--- src/common/aps_regs.vh ---
// Function
// - reading a pin-state register returns low for every bit whose pin is in analog mode.
// - a select bit of 1 puts its pin in analog mode with port reads off, 0 puts it in digital mode.
// - every implemented select bit is read/write and comes out of reset at 1.
// - unimplemented select bit positions read as zero and ignore writes.
// - the port A select register implements only bits 10-9 and 7-6.
// - the port B select register implements all bits 15-0.
// - the port C select register implements only bits 14-13 and 4.
// - the port D select register implements only bits 7-6.
// - select and direction together give analog, digital input or digital output pin function.
// - the reduced pin-count variant has no port A select register and no port C bit 4.
// - a direction bit of 1 makes its pin an input, and every pin resets as an input.
// - reading the pin-state register samples the pins, writing it updates the output latch.
`ifndef APS_REGS_VH
`define APS_REGS_VH

`define APS_OFS_SEL_A   12'h000
`define APS_OFS_SEL_B   12'h004
`define APS_OFS_SEL_C   12'h008
`define APS_OFS_SEL_D   12'h00c
`define APS_OFS_DIR_A   12'h010
`define APS_OFS_PIN_A   12'h020
`define APS_OFS_LAT_A   12'h030

`define APS_MASK_A      16'h06c0
`define APS_MASK_B      16'hffff
`define APS_MASK_C      16'h6010
`define APS_MASK_C_RED  16'h6000
`define APS_MASK_D      16'h00c0
`define APS_MASK_NONE   16'h0000

`define APS_SEL_RST     16'hffff
`define APS_DIR_RST     16'hffff
`define APS_LAT_RST     16'h0000

`define APS_RESP_OKAY   2'b00
`define APS_RESP_SLVERR 2'b10

`endif

--- src/rtl/aps_port_bit.v ---
`timescale 1ns/1ps
// one port: pin input synchroniser, output drive and analog read masking
module aps_port_bit
(
   // clock and reset
   input  wire        clk,
   input  wire        rst_b,
   // configuration
   input  wire [15:0] sel,
   input  wire [15:0] dir,
   input  wire [15:0] lat,
   input  wire [15:0] impl,
   // pins
   input  wire [15:0] pin_in,
   output reg  [15:0] pin_out,
   output reg  [15:0] pin_oe,
   output reg  [15:0] analog_en,
   // value seen by a port read
   output wire [15:0] port_read
);
   reg [15:0] sync1_reg;
   reg [15:0] sync2_reg;

   always @(posedge clk)
   begin
      if (!rst_b)
      begin
         sync1_reg <= 16'h0000;
         sync2_reg <= 16'h0000;
         pin_out   <= 16'h0000;
         pin_oe    <= 16'h0000;
         analog_en <= 16'h0000;
      end
      else
      begin
         sync1_reg <= pin_in;
         sync2_reg <= sync1_reg;
         pin_out   <= lat & impl;
         pin_oe    <= ~dir & ~sel & impl;
         analog_en <= sel & impl;
      end
   end

   assign port_read = sync2_reg & ~sel & impl;
endmodule

--- src/rtl/aps_analog_select.v ---
// Register access over AXI4-Lite and the placing of the registers were left to the implementer.
`timescale 1ns/1ps
`include "aps_regs.vh"
module aps_analog_select
#(
   parameter REDUCED_PINS = 0
)
(
   // clock and reset
   input  wire        clk,
   input  wire        rst_b,
   // axi4-lite write address
   input  wire [11:0] s_axi_awaddr,
   input  wire        s_axi_awvalid,
   output reg         s_axi_awready,
   // axi4-lite write data
   input  wire [31:0] s_axi_wdata,
   input  wire [3:0]  s_axi_wstrb,
   input  wire        s_axi_wvalid,
   output reg         s_axi_wready,
   // axi4-lite write response
   output reg  [1:0]  s_axi_bresp,
   output reg         s_axi_bvalid,
   input  wire        s_axi_bready,
   // axi4-lite read address
   input  wire [11:0] s_axi_araddr,
   input  wire        s_axi_arvalid,
   output reg         s_axi_arready,
   // axi4-lite read data
   output reg  [31:0] s_axi_rdata,
   output reg  [1:0]  s_axi_rresp,
   output reg         s_axi_rvalid,
   input  wire        s_axi_rready,
   // port pins, four ports of 16 packed a..d from low
   input  wire [63:0] pin_in,
   output wire [63:0] pin_out,
   output wire [63:0] pin_oe,
   output wire [63:0] analog_en
);
   localparam [15:0] MASK_A = REDUCED_PINS ? `APS_MASK_NONE : `APS_MASK_A;
   localparam [15:0] MASK_C = REDUCED_PINS ? `APS_MASK_C_RED : `APS_MASK_C;
   localparam [63:0] SEL_MASK = {`APS_MASK_D, MASK_C, `APS_MASK_B, MASK_A};
   // port A pins themselves are absent in the reduced variant too
   localparam [15:0] IMPL_A = REDUCED_PINS ? 16'h0000 : 16'hffff;
   localparam [63:0] IMPL = {16'hffff, 16'hffff, 16'hffff, IMPL_A};

   reg  [63:0] sel_reg;
   reg  [63:0] dir_reg;
   reg  [63:0] lat_reg;
   reg  [11:0] aw_addr_reg;
   reg         aw_have_reg;
   reg  [31:0] w_data_reg;
   reg  [3:0]  w_strb_reg;
   reg         w_have_reg;
   wire [63:0] port_read;

   // register group 0..3 for select, 4..7 direction, 8..11 pin state, 12..15 latch
   function [4:0] reg_decode;
      input [11:0] addr;
      begin
         if (addr[11:6] == 6'h00 && addr[1:0] == 2'b00)
            reg_decode = {1'b1, addr[5:2]};
         else
            reg_decode = 5'h00;
      end
   endfunction

   // merges 16-bit write data into one port field under byte strobes
   function [15:0] merge16;
      input [15:0] old;
      input [15:0] data;
      input [1:0]  strb;
      input [15:0] mask;
      begin
         merge16 = old;
         if (strb[0])
            merge16[7:0] = data[7:0];
         if (strb[1])
            merge16[15:8] = data[15:8];
         merge16 = merge16 & mask;
      end
   endfunction

   genvar g;
   generate
      for (g = 0; g < 4; g = g + 1)
      begin : port
         aps_port_bit u_port
         (
            .clk       (clk),
            .rst_b     (rst_b),
            .sel       (sel_reg[16*g +: 16]),
            .dir       (dir_reg[16*g +: 16]),
            .lat       (lat_reg[16*g +: 16]),
            .impl      (IMPL[16*g +: 16]),
            .pin_in    (pin_in[16*g +: 16]),
            .pin_out   (pin_out[16*g +: 16]),
            .pin_oe    (pin_oe[16*g +: 16]),
            .analog_en (analog_en[16*g +: 16]),
            .port_read (port_read[16*g +: 16])
         );
      end
   endgenerate

   wire       wr_go  = aw_have_reg && w_have_reg && !s_axi_bvalid;
   wire [4:0] wr_dec = reg_decode(aw_addr_reg);
   wire [1:0] wr_prt = wr_dec[1:0];
   wire [4:0] rd_dec = reg_decode(s_axi_araddr);
   wire [1:0] rd_prt = rd_dec[1:0];

   // write channel capture, address and data in either order
   always @(posedge clk)
   begin
      if (!rst_b)
      begin
         s_axi_awready <= 1'b0;
         s_axi_wready  <= 1'b0;
         aw_addr_reg   <= 12'h000;
         aw_have_reg   <= 1'b0;
         w_data_reg    <= 32'h00000000;
         w_strb_reg    <= 4'h0;
         w_have_reg    <= 1'b0;
      end
      else
      begin
         s_axi_awready <= !aw_have_reg && !s_axi_awready && !wr_go;
         s_axi_wready  <= !w_have_reg && !s_axi_wready && !wr_go;
         if (s_axi_awvalid && s_axi_awready)
         begin
            aw_addr_reg <= s_axi_awaddr;
            aw_have_reg <= 1'b1;
            s_axi_awready <= 1'b0;
         end
         else if (wr_go)
            aw_have_reg <= 1'b0;
         if (s_axi_wvalid && s_axi_wready)
         begin
            w_data_reg <= s_axi_wdata;
            w_strb_reg <= s_axi_wstrb;
            w_have_reg <= 1'b1;
            s_axi_wready <= 1'b0;
         end
         else if (wr_go)
            w_have_reg <= 1'b0;
      end
   end

   // register writes and write response
   always @(posedge clk)
   begin
      if (!rst_b)
      begin
         sel_reg      <= {`APS_SEL_RST, `APS_SEL_RST, `APS_SEL_RST, `APS_SEL_RST} & SEL_MASK;
         dir_reg      <= {`APS_DIR_RST, `APS_DIR_RST, `APS_DIR_RST, `APS_DIR_RST} & IMPL;
         lat_reg      <= {4{`APS_LAT_RST}};
         s_axi_bvalid <= 1'b0;
         s_axi_bresp  <= `APS_RESP_OKAY;
      end
      else
      begin
         if (s_axi_bvalid && s_axi_bready)
            s_axi_bvalid <= 1'b0;
         if (wr_go)
         begin
            s_axi_bvalid <= 1'b1;
            s_axi_bresp  <= wr_dec[4] ? `APS_RESP_OKAY : `APS_RESP_SLVERR;
            if (wr_dec[4])
            begin
               case (wr_dec[3:2])
                  2'd0: sel_reg[16*wr_prt +: 16] <= merge16(sel_reg[16*wr_prt +: 16],
                        w_data_reg[15:0], w_strb_reg[1:0], SEL_MASK[16*wr_prt +: 16]);
                  2'd1: dir_reg[16*wr_prt +: 16] <= merge16(dir_reg[16*wr_prt +: 16],
                        w_data_reg[15:0], w_strb_reg[1:0], IMPL[16*wr_prt +: 16]);
                  // pin-state write goes to the latch
                  2'd2: lat_reg[16*wr_prt +: 16] <= merge16(lat_reg[16*wr_prt +: 16],
                        w_data_reg[15:0], w_strb_reg[1:0], IMPL[16*wr_prt +: 16]);
                  default: lat_reg[16*wr_prt +: 16] <= merge16(lat_reg[16*wr_prt +: 16],
                        w_data_reg[15:0], w_strb_reg[1:0], IMPL[16*wr_prt +: 16]);
               endcase
            end
         end
      end
   end

   // read channel, one cycle from address taken to data valid
   always @(posedge clk)
   begin
      if (!rst_b)
      begin
         s_axi_arready <= 1'b0;
         s_axi_rvalid  <= 1'b0;
         s_axi_rdata   <= 32'h00000000;
         s_axi_rresp   <= `APS_RESP_OKAY;
      end
      else
      begin
         s_axi_arready <= !s_axi_arready && !s_axi_rvalid;
         if (s_axi_rvalid && s_axi_rready)
            s_axi_rvalid <= 1'b0;
         if (s_axi_arvalid && s_axi_arready)
         begin
            s_axi_arready <= 1'b0;
            s_axi_rvalid  <= 1'b1;
            s_axi_rresp   <= rd_dec[4] ? `APS_RESP_OKAY : `APS_RESP_SLVERR;
            if (!rd_dec[4])
               s_axi_rdata <= 32'h00000000;
            else
            begin
               case (rd_dec[3:2])
                  2'd0: s_axi_rdata <= {16'h0000, sel_reg[16*rd_prt +: 16]};
                  2'd1: s_axi_rdata <= {16'h0000, dir_reg[16*rd_prt +: 16]};
                  2'd2: s_axi_rdata <= {16'h0000, port_read[16*rd_prt +: 16]};
                  default: s_axi_rdata <= {16'h0000, lat_reg[16*rd_prt +: 16]};
               endcase
            end
         end
      end
   end
endmodule

--- config.mk ---
export PLATFORM = sky130hd
export DESIGN_NAME = aps_analog_select
export DESIGN_NICKNAME = d
export VERILOG_FILES = /design/src/rtl/aps_port_bit.v /design/src/rtl/aps_analog_select.v
export VERILOG_INCLUDE_DIRS = /design/src /design/src/common
export SDC_FILE = /design/constraint.sdc
export NUM_CORES = 1
export LEC_CHECK = 0
export BUFFER_PORTS_ARGS = -buffer_cell sky130_fd_sc_hd__clkbuf_2
export CORE_MARGIN = 1.5
export CORE_UTILIZATION = 56
export DETAILED_ROUTE_END_ITERATION = 16
export PLACE_DENSITY_LB_ADDON = 0.2
export SYNTH_ARGS = -nofsm -noshare
export SYNTH_HDL_FRONTEND = slang
export SYNTH_SLANG_ARGS = --single-unit
--- constraint.sdc ---
create_clock -name clk -period 3.45 [get_ports clk]
set_clock_uncertainty 0.1 [all_clocks]
set_input_delay 0.8625 -clock clk [delete_from_list [all_inputs] [get_ports clk]]
set_output_delay 0.8625 -clock clk [all_outputs]
set_load 0.05 [all_outputs]
==> results of run 1 <==
==> critical path, cell delays in order (launching register included) <==
cell and delay (ps):
dfxtp_1 330, or4_4 590, nor2_4 180, nand2_1 250
inv_1 120, ha_1 240, buf_4 160, nor2_1 230
nand2_1 190, nor3_4 210, buf_4 270, a22o_1 160
==> logic make-up (layout without fill, tap and decap cells) <==
family | after synthesis | after routing | synth area share
other | 1 | 19 | 0.000176
multiplexers | 70 | 70 | 0.0344
AO/OA/AOI/OAI | 561 | 561 | 0.183
adder cells (fa/ha/maj) | 3 | 3 | 0.00176
AND/OR/NAND/NOR | 868 | 868 | 0.204
buffers and inverters | 227 | 546 | 0.0447
flip-flops | 567 | 567 | 0.532
==> synth_stat cells (all sizes together), types with 26 or more instances <==
cell / number
o21ai: 112
nand2: 253
clkbuf: 128
inv: 36
o211ai: 77
o22ai: 29
a21oi: 106
nor2: 169
nor3: 92
and2: 241
a31oi: 30
or3: 26
mux2: 26
a211oi: 26
a22o: 68
buf: 61
mux2i: 44
dfxtp: 567
==> area by class of cell <==
type | count | area (um2) | area share
inverters | 38 | 146 | 0.00575
flip-flops and latches | 567 | 11400 | 0.446
repair buffers | 408 | 2320 | 0.0910
clock inverters | 27 | 359 | 0.0141
diodes | 1 | 2.50 | 0.0000984
multi-input cells | 1520 | 9100 | 0.358
clock buffers | 73 | 1520 | 0.0599
well taps | 511 | 639 | 0.0251
==> cells in the final DEF, fill, tap and decap left out, types with 18 or more instances in the layout <==
cell       instances
clkbuf_16         54
nand2_1          252
dfxtp_1          563
clkbuf_2         324
a31oi_1           30
conb_1            18
a21oi_1          106
o211ai_1          77
and2_1           241
or3_1             26
nor2_1           167
a211oi_1          26
mux2i_1           44
buf_4             77
mux2_2            26
o21ai_0          108
inv_1             35
a22o_1            68
o22ai_1           29
nor3_1            91
==> power by group through the flow <==
stage	sequential, W	combinational, W	clock, W
2_1_floorplan	0.00690	0.000634	0
3_3_place_gp	0.00686	0.000992	0
3_5_place_dp	0.00686	0.00101	0
4_1_cts	0.00671	0.00101	0.00625
5_1_grt	0.00672	0.00110	0.00652
6_report	0.00672	0.00104	0.00623
==> metrics by stage <==
stage                     area (um2)  power (W)  utilization  hold WS [ps]
after global routing           25400     0.0143        0.677           326
final                          25400     0.0140        0.677           331
after global placement         23500    0.00785        0.627           315
after CTS                      25400     0.0140        0.677           332
after floorplan                21400    0.00754            -           312
after detailed placement       23500    0.00787        0.627           318
==> metal layers <==
layer | global-route usage | vias up
li1 | - | 8590
met1 | 0.533 | 9165
met2 | 0.632 | 1439
met3 | 0.114 | 300
met4 | 0.286 | 6
met5 | 0 | -
==> how the worst max path moves through the flow <==
stage / start / end / slack [ps] / depth (start not counted)
after detailed placement: s_axi_araddr[7] / s_axi_rdata[0] / 450 / 8
after global placement: s_axi_araddr[11] / s_axi_rdata[0] / 410 / 8
final: aw_addr_reg[11] / lat_reg[29] / 340 / 11
after CTS: aw_addr_reg[11] / lat_reg[28] / 470 / 11
after global routing: aw_addr_reg[11] / lat_reg[30] / 190 / 11
after floorplan: aw_addr_reg[11] / lat_reg[37] / 500 / 11
==> impl_metrics.xml, run 1 <==
<?xml version="1.0" encoding="UTF-8"?>
<metrics>
  <group name="synth">
    <metric name="yosys.area.top_type_share" unit="">0.532</metric>
    <metric name="netlist.top_cell.by_area" unit="">dfxtp_1</metric>
    <metric name="yosys_most_used_dff" unit="">dfxtp_1</metric>
    <metric name="synth-seq-cells" unit="">567</metric>
    <metric name="synth_cell_type_count" unit="">67</metric>
    <metric name="number_of_flops_mapped_to_enable_cells_by_yosys" unit="">0</metric>
    <metric name="netlist_top_cells_area" unit="">dfxtp_1, and2_1, nand2_1, nor2_1, a22o_1</metric>
    <metric name="synthesis.area" unit="um2">21300</metric>
    <metric name="ys.warnings.count" unit="">0</metric>
    <metric name="async_reset_ff_frac" unit="">0</metric>
    <metric name="syn-mean-instance-area" unit="um2">9.29</metric>
    <metric name="postSynthCellCount" unit="">2297</metric>
    <metric name="proportion_of_synthesized_chip_area_in_sequential_cells" unit="">0.532</metric>
  </group>
  <group name="status">
    <metric name="run_status" unit="">completed</metric>
  </group>
  <group name="min_path">
    <metric name="hold_path_depth" unit="">1</metric>
    <metric name="worst_hold_path_type" unit="">reg -&gt; reg</metric>
    <metric name="holdCritStartpoint" unit="">port[3].u_port.sync1_reg[9]</metric>
    <metric name="min_to" unit="">port[3].u_port.sync2_reg[9]</metric>
  </group>
  <group name="floorplan">
    <metric name="initial_core_util" unit="">0.568</metric>
    <metric name="dieHeight" unit="um">198</metric>
    <metric name="row_count" unit="">71</metric>
    <metric name="die_width" unit="um">198</metric>
    <metric name="floorplan.core_area" unit="um2">37600</metric>
    <metric name="die-area" unit="um2">39300</metric>
    <metric name="i_o_pin_count" unit="">364</metric>
  </group>
  <group name="global_routing">
    <metric name="initial_antenna_violation_count" unit="">10</metric>
    <metric name="via_count_of_the_first_global_routing_pass" unit="">17900</metric>
    <metric name="grt_max_degree" unit="">159</metric>
    <metric name="gr-total-overflow" unit="">0</metric>
    <metric name="grt.total_usage" unit="">0.423</metric>
    <metric name="grt_pass1_wl" unit="mm">119</metric>
  </group>
  <group name="timing">
    <metric name="timing_max_transition_violations_final" unit="">0</metric>
    <metric name="hold_viol_final" unit="">0</metric>
    <metric name="timing.fmax" unit="MHz">322</metric>
    <metric name="timing.max_slew.rel_slack" unit="">0.343</metric>
    <metric name="tns" unit="ps">0</metric>
    <metric name="final_period_minus_worst_setup_slack" unit="ps">3110</metric>
    <metric name="worst_tran_pin_value" unit="ps">986</metric>
    <metric name="finalWorstSetupSlack" unit="ps">344</metric>
    <metric name="final.period_utilization" unit="">0.900</metric>
    <metric name="timing.final.setup_violations" unit="">0</metric>
    <metric name="rsz0062_at_grt" unit="">false</metric>
  </group>
  <group name="cts">
    <metric name="clock_sinks" unit="">567</metric>
    <metric name="cts_tree" unit="">built</metric>
    <metric name="holdBufCountCts" unit="">0</metric>
    <metric name="cts_max_path_buffers" unit="">3</metric>
    <metric name="clk_pin_slew_worst_paths" unit="ps">60</metric>
    <metric name="postCtsSetupRepairBufs" unit="">0</metric>
    <metric name="clock_tree.root_cell" unit="">clkbuf_16</metric>
    <metric name="h-tree-depth" unit="">2</metric>
    <metric name="cts-resized-gates" unit="">0</metric>
    <metric name="cts_inserted_buffers" unit="">54</metric>
    <metric name="clock_insertion_delay_worst_skew" unit="ps">630</metric>
  </group>
  <group name="cells_and_area">
    <metric name="fillers" unit="">3002</metric>
    <metric name="instances_no_fill" unit="">3145</metric>
    <metric name="area.growth.synth_to_final" unit="%">19.3</metric>
    <metric name="layout-drive-gt1-share" unit="">0.217</metric>
    <metric name="finish.net_count" unit="">2723</metric>
  </group>
  <group name="power">
    <metric name="largest_vdd_supply_drop" unit="V">0.000457</metric>
    <metric name="comb_power_share" unit="">0.075</metric>
    <metric name="net-switching-power" unit="W">0.00339</metric>
    <metric name="switch_share" unit="">0.242</metric>
    <metric name="powerDensity" unit="nW/um2">550</metric>
    <metric name="p_int" unit="W">0.0106</metric>
    <metric name="clkPwrFrac" unit="">0.445</metric>
    <metric name="power.share.sequential" unit="">0.480</metric>
    <metric name="p_leak" unit="nW">10.8</metric>
  </group>
  <group name="placement">
    <metric name="dp_worst_setup_slack" unit="ps">447</metric>
    <metric name="dp.cells" unit="">3044</metric>
    <metric name="hpwl" unit="mm">61.4</metric>
    <metric name="final_wtd_congestion" unit="">0.998</metric>
    <metric name="io_buffer_count" unit="">327</metric>
  </group>
  <group name="setup_path">
    <metric name="worstReg2RegStart" unit="">aw_addr_reg[11]</metric>
    <metric name="startpoint_type" unit="">flop</metric>
    <metric name="critical_path_required" unit="ps">3910</metric>
    <metric name="critical_path_arrival" unit="ps">3560</metric>
    <metric name="maximum_fanout_along_the_worst_path" unit="">16</metric>
    <metric name="worstSetupEndpointType" unit="">flop</metric>
    <metric name="worst-setup-path-type" unit="">reg -&gt; reg</metric>
    <metric name="ff2ff_setup_slack" unit="ps">340</metric>
    <metric name="r2r_cells" unit="">11</metric>
    <metric name="end_of_the_worst_register_to_register_path" unit="">lat_reg[29]</metric>
  </group>
  <group name="job">
    <metric name="drv.max_cap_violation_count" unit="">0</metric>
  </group>
  <group name="detailed_routing">
    <metric name="met3WireLength" unit="mm">10.1</metric>
    <metric name="drt_wl_total" unit="mm">84.3</metric>
    <metric name="route.top_layer_used" unit="">met5</metric>
    <metric name="drt-initial-drc-count" unit="">2298</metric>
    <metric name="met1Wirelength" unit="mm">31.1</metric>
    <metric name="via_count" unit="">19500</metric>
    <metric name="detail_route.drc_violations" unit="">0</metric>
    <metric name="antenna_violating_nets_post_route" unit="">0</metric>
    <metric name="avg_vias_per_cell" unit="">6.20</metric>
    <metric name="detail_route.wl_per_cell" unit="um">26.8</metric>
    <metric name="first_pass_iters" unit="">6</metric>
    <metric name="met2RoutedLength" unit="mm">36.4</metric>
  </group>
</metrics>
Power figures use the tool's default switching activity.
==> run 2, diff against run 1 <==
Settings changed: BUFFER_PORTS_ARGS -buffer_cell sky130_fd_sc_hd__clkbuf_2 to -buffer_cell sky130_fd_sc_hd__buf_2, CORE_ASPECT_RATIO set to 1.5.
Clock period 3.45 ns to 3.2 ns, I/O delays scaled along.
==> run 2 against run 1 <==
  * Total power up 4.4%
  * Critical path depth down 2
  * Sequential share of layout area about the same
  * Hold slack worse by 13 ps
  * Sequential cell count unchanged
  * Sequential power up 7.6%
  * Cell count down 0.13%
  * Via count up 1.2%
  * Critical path type unchanged
  * Largest cell class unchanged
==> impl_metrics.xml, run 2 (synthesis gave the netlist of run 1 again) <==
<?xml version="1.0" encoding="UTF-8"?>
<metrics>
  <group name="setup_path">
    <metric name="worst-setup-path-type" unit="">reg -&gt; reg</metric>
    <metric name="startpoint_type" unit="">flop</metric>
    <metric name="critical_path_arrival" unit="ps">3390</metric>
    <metric name="r2r_cells" unit="">9</metric>
    <metric name="critical_path_required" unit="ps">3580</metric>
    <metric name="worstSetupEndpointType" unit="">flop</metric>
    <metric name="maximum_fanout_along_the_worst_path" unit="">8</metric>
  </group>
  <group name="floorplan">
    <metric name="die-area" unit="um2">39300</metric>
    <metric name="row_count" unit="">87</metric>
    <metric name="i_o_pin_count" unit="">364</metric>
    <metric name="floorplan.core_area" unit="um2">37600</metric>
    <metric name="initial_core_util" unit="">0.568</metric>
    <metric name="dieHeight" unit="um">242</metric>
    <metric name="die_width" unit="um">162</metric>
  </group>
  <group name="cells_and_area">
    <metric name="leading_cell_types_in_the_layout_fill_and_taps_excluded" unit="">dfxtp_1, buf_2, nand2_1</metric>
    <metric name="finish.net_count" unit="">2745</metric>
    <metric name="instances_no_fill" unit="">3141</metric>
    <metric name="layout_commonest_cell" unit="">dfxtp_1</metric>
    <metric name="layout.core_utilization" unit="">0.678</metric>
    <metric name="area.growth.synth_to_final" unit="%">19.4</metric>
    <metric name="layout-drive-gt1-share" unit="">0.222</metric>
  </group>
  <group name="timing">
    <metric name="final.period_utilization" unit="">0.940</metric>
    <metric name="rsz0062_at_grt" unit="">false</metric>
    <metric name="timing.fmax" unit="MHz">333</metric>
    <metric name="timing.final.setup_violations" unit="">0</metric>
    <metric name="hold_viol_final" unit="">0</metric>
    <metric name="final_period_minus_worst_setup_slack" unit="ps">3010</metric>
    <metric name="timing.max_slew.rel_slack" unit="">0.484</metric>
    <metric name="timing_max_transition_violations_final" unit="">0</metric>
    <metric name="finalWorstSetupSlack" unit="ps">193</metric>
    <metric name="worst_tran_pin_value" unit="ps">766</metric>
    <metric name="tns" unit="ps">0</metric>
  </group>
  <group name="global_routing">
    <metric name="gr-total-overflow" unit="">0</metric>
    <metric name="grt_pass1_wl" unit="mm">127</metric>
    <metric name="initial_antenna_violation_count" unit="">3</metric>
    <metric name="grt.total_usage" unit="">0.448</metric>
    <metric name="via_count_of_the_first_global_routing_pass" unit="">19100</metric>
    <metric name="grt_max_degree" unit="">122</metric>
  </group>
  <group name="cts">
    <metric name="cts_max_path_buffers" unit="">3</metric>
    <metric name="cts_tree" unit="">built</metric>
    <metric name="holdBufCountCts" unit="">0</metric>
    <metric name="h-tree-depth" unit="">2</metric>
    <metric name="cts_inserted_buffers" unit="">48</metric>
    <metric name="clock_insertion_delay_worst_skew" unit="ps">590</metric>
    <metric name="postCtsSetupRepairBufs" unit="">0</metric>
    <metric name="clk_pin_slew_worst_paths" unit="ps">70</metric>
    <metric name="clock_sinks" unit="">567</metric>
    <metric name="clock_tree.root_cell" unit="">clkbuf_16</metric>
    <metric name="cts-resized-gates" unit="">0</metric>
  </group>
  <group name="placement">
    <metric name="io_buffer_count" unit="">327</metric>
    <metric name="hpwl" unit="mm">64.5</metric>
    <metric name="dp_worst_setup_slack" unit="ps">312</metric>
    <metric name="final_wtd_congestion" unit="">1.04</metric>
    <metric name="dp.cells" unit="">3050</metric>
  </group>
  <group name="detailed_routing">
    <metric name="avg_vias_per_cell" unit="">6.29</metric>
    <metric name="detail_route.wl_per_cell" unit="um">28.5</metric>
    <metric name="first_pass_iters" unit="">8</metric>
    <metric name="drt-initial-drc-count" unit="">2395</metric>
    <metric name="drt_wl_total" unit="mm">89.5</metric>
    <metric name="via_count" unit="">19700</metric>
    <metric name="detail_route.drc_violations" unit="">0</metric>
    <metric name="antenna_violating_nets_post_route" unit="">0</metric>
  </group>
  <group name="power">
    <metric name="p_leak" unit="nW">11.0</metric>
    <metric name="powerDensity" unit="nW/um2">574</metric>
    <metric name="largest_vdd_supply_drop" unit="V">0.000573</metric>
  </group>
  <group name="min_path">
    <metric name="worst_hold_path_type" unit="">in -&gt; reg</metric>
    <metric name="hold_path_depth" unit="">2</metric>
  </group>
  <group name="job">
    <metric name="drv.max_cap_violation_count" unit="">0</metric>
  </group>
  <group name="status">
    <metric name="run_status" unit="">completed</metric>
  </group>
</metrics>
[run 2: worst max-delay path, cell delays in order (launching register included)]
cell and delay (ps):
dfxtp_1 330, or4_4 600, nor2_4 230, nand2_2 170, ha_1 340, buf_4 170, nor2_1 180, buf_4 190
nand4_1 270, o31ai_1 330
[run 2: worst paths after layout]
| path | startpoint | slack (ps) | endpoint |
|---|---|---|---|
| worst max-delay path | aw_addr_reg[11] | 190 | sel_reg[39] |
| worst min-delay path | pin_in[3] | 320 | port[0].u_port.sync1_reg[3] |
| worst max register to register | aw_addr_reg[11] | 190 | sel_reg[39] |
| worst min register to register | port[1].u_port.sync1_reg[14] | 330 | port[1].u_port.sync2_reg[14] |
[run 2: cell type report]
| class | instances | area, um2 |
|---|---|---|
| antenna | 1 | 2.50 |
| clock buffer | 66 | 1410 |
| clock inverter | 24 | 269 |
| fill | 3007 | 12100 |
| inverter | 38 | 146 |
| multi-input combinational | 1520 | 9090 |
| sequential | 567 | 11400 |
| tap | 489 | 612 |
| timing repair buffer | 436 | 2580 |
[run 2: per-layer routing]
metal,wire [um],GRT usage
met2,39700,0.698
met4,9650,0.400
met5,49,0
met3,9260,0.0863
met1,30800,0.519
[run 2: metrics by stage]
| step | total power, W | instance area, um2 | hold WS [ps] |
|---|---|---|---|
| 3_5_place_dp | 0.00854 | 23800 | 318 |
| 2_1_floorplan | 0.00813 | 21400 | 312 |
| 3_3_place_gp | 0.00851 | 23800 | 314 |
| 5_1_grt | 0.0150 | 25500 | 310 |
| 6_report | 0.0146 | 25500 | 318 |
| 4_1_cts | 0.0146 | 25500 | 307 |
[run 2: report_power, final]
| part | total (W) | internal, W | switching (W) |
|---|---|---|---|
| sequential | 0.00723 | 0.00717 | 0.0000582 |
| clock | 0.00618 | 0.00345 | 0.00273 |
| combinational | 0.00119 | 0.000349 | 0.000845 |
| total | 0.0146 | 0.0110 | 0.00363 |
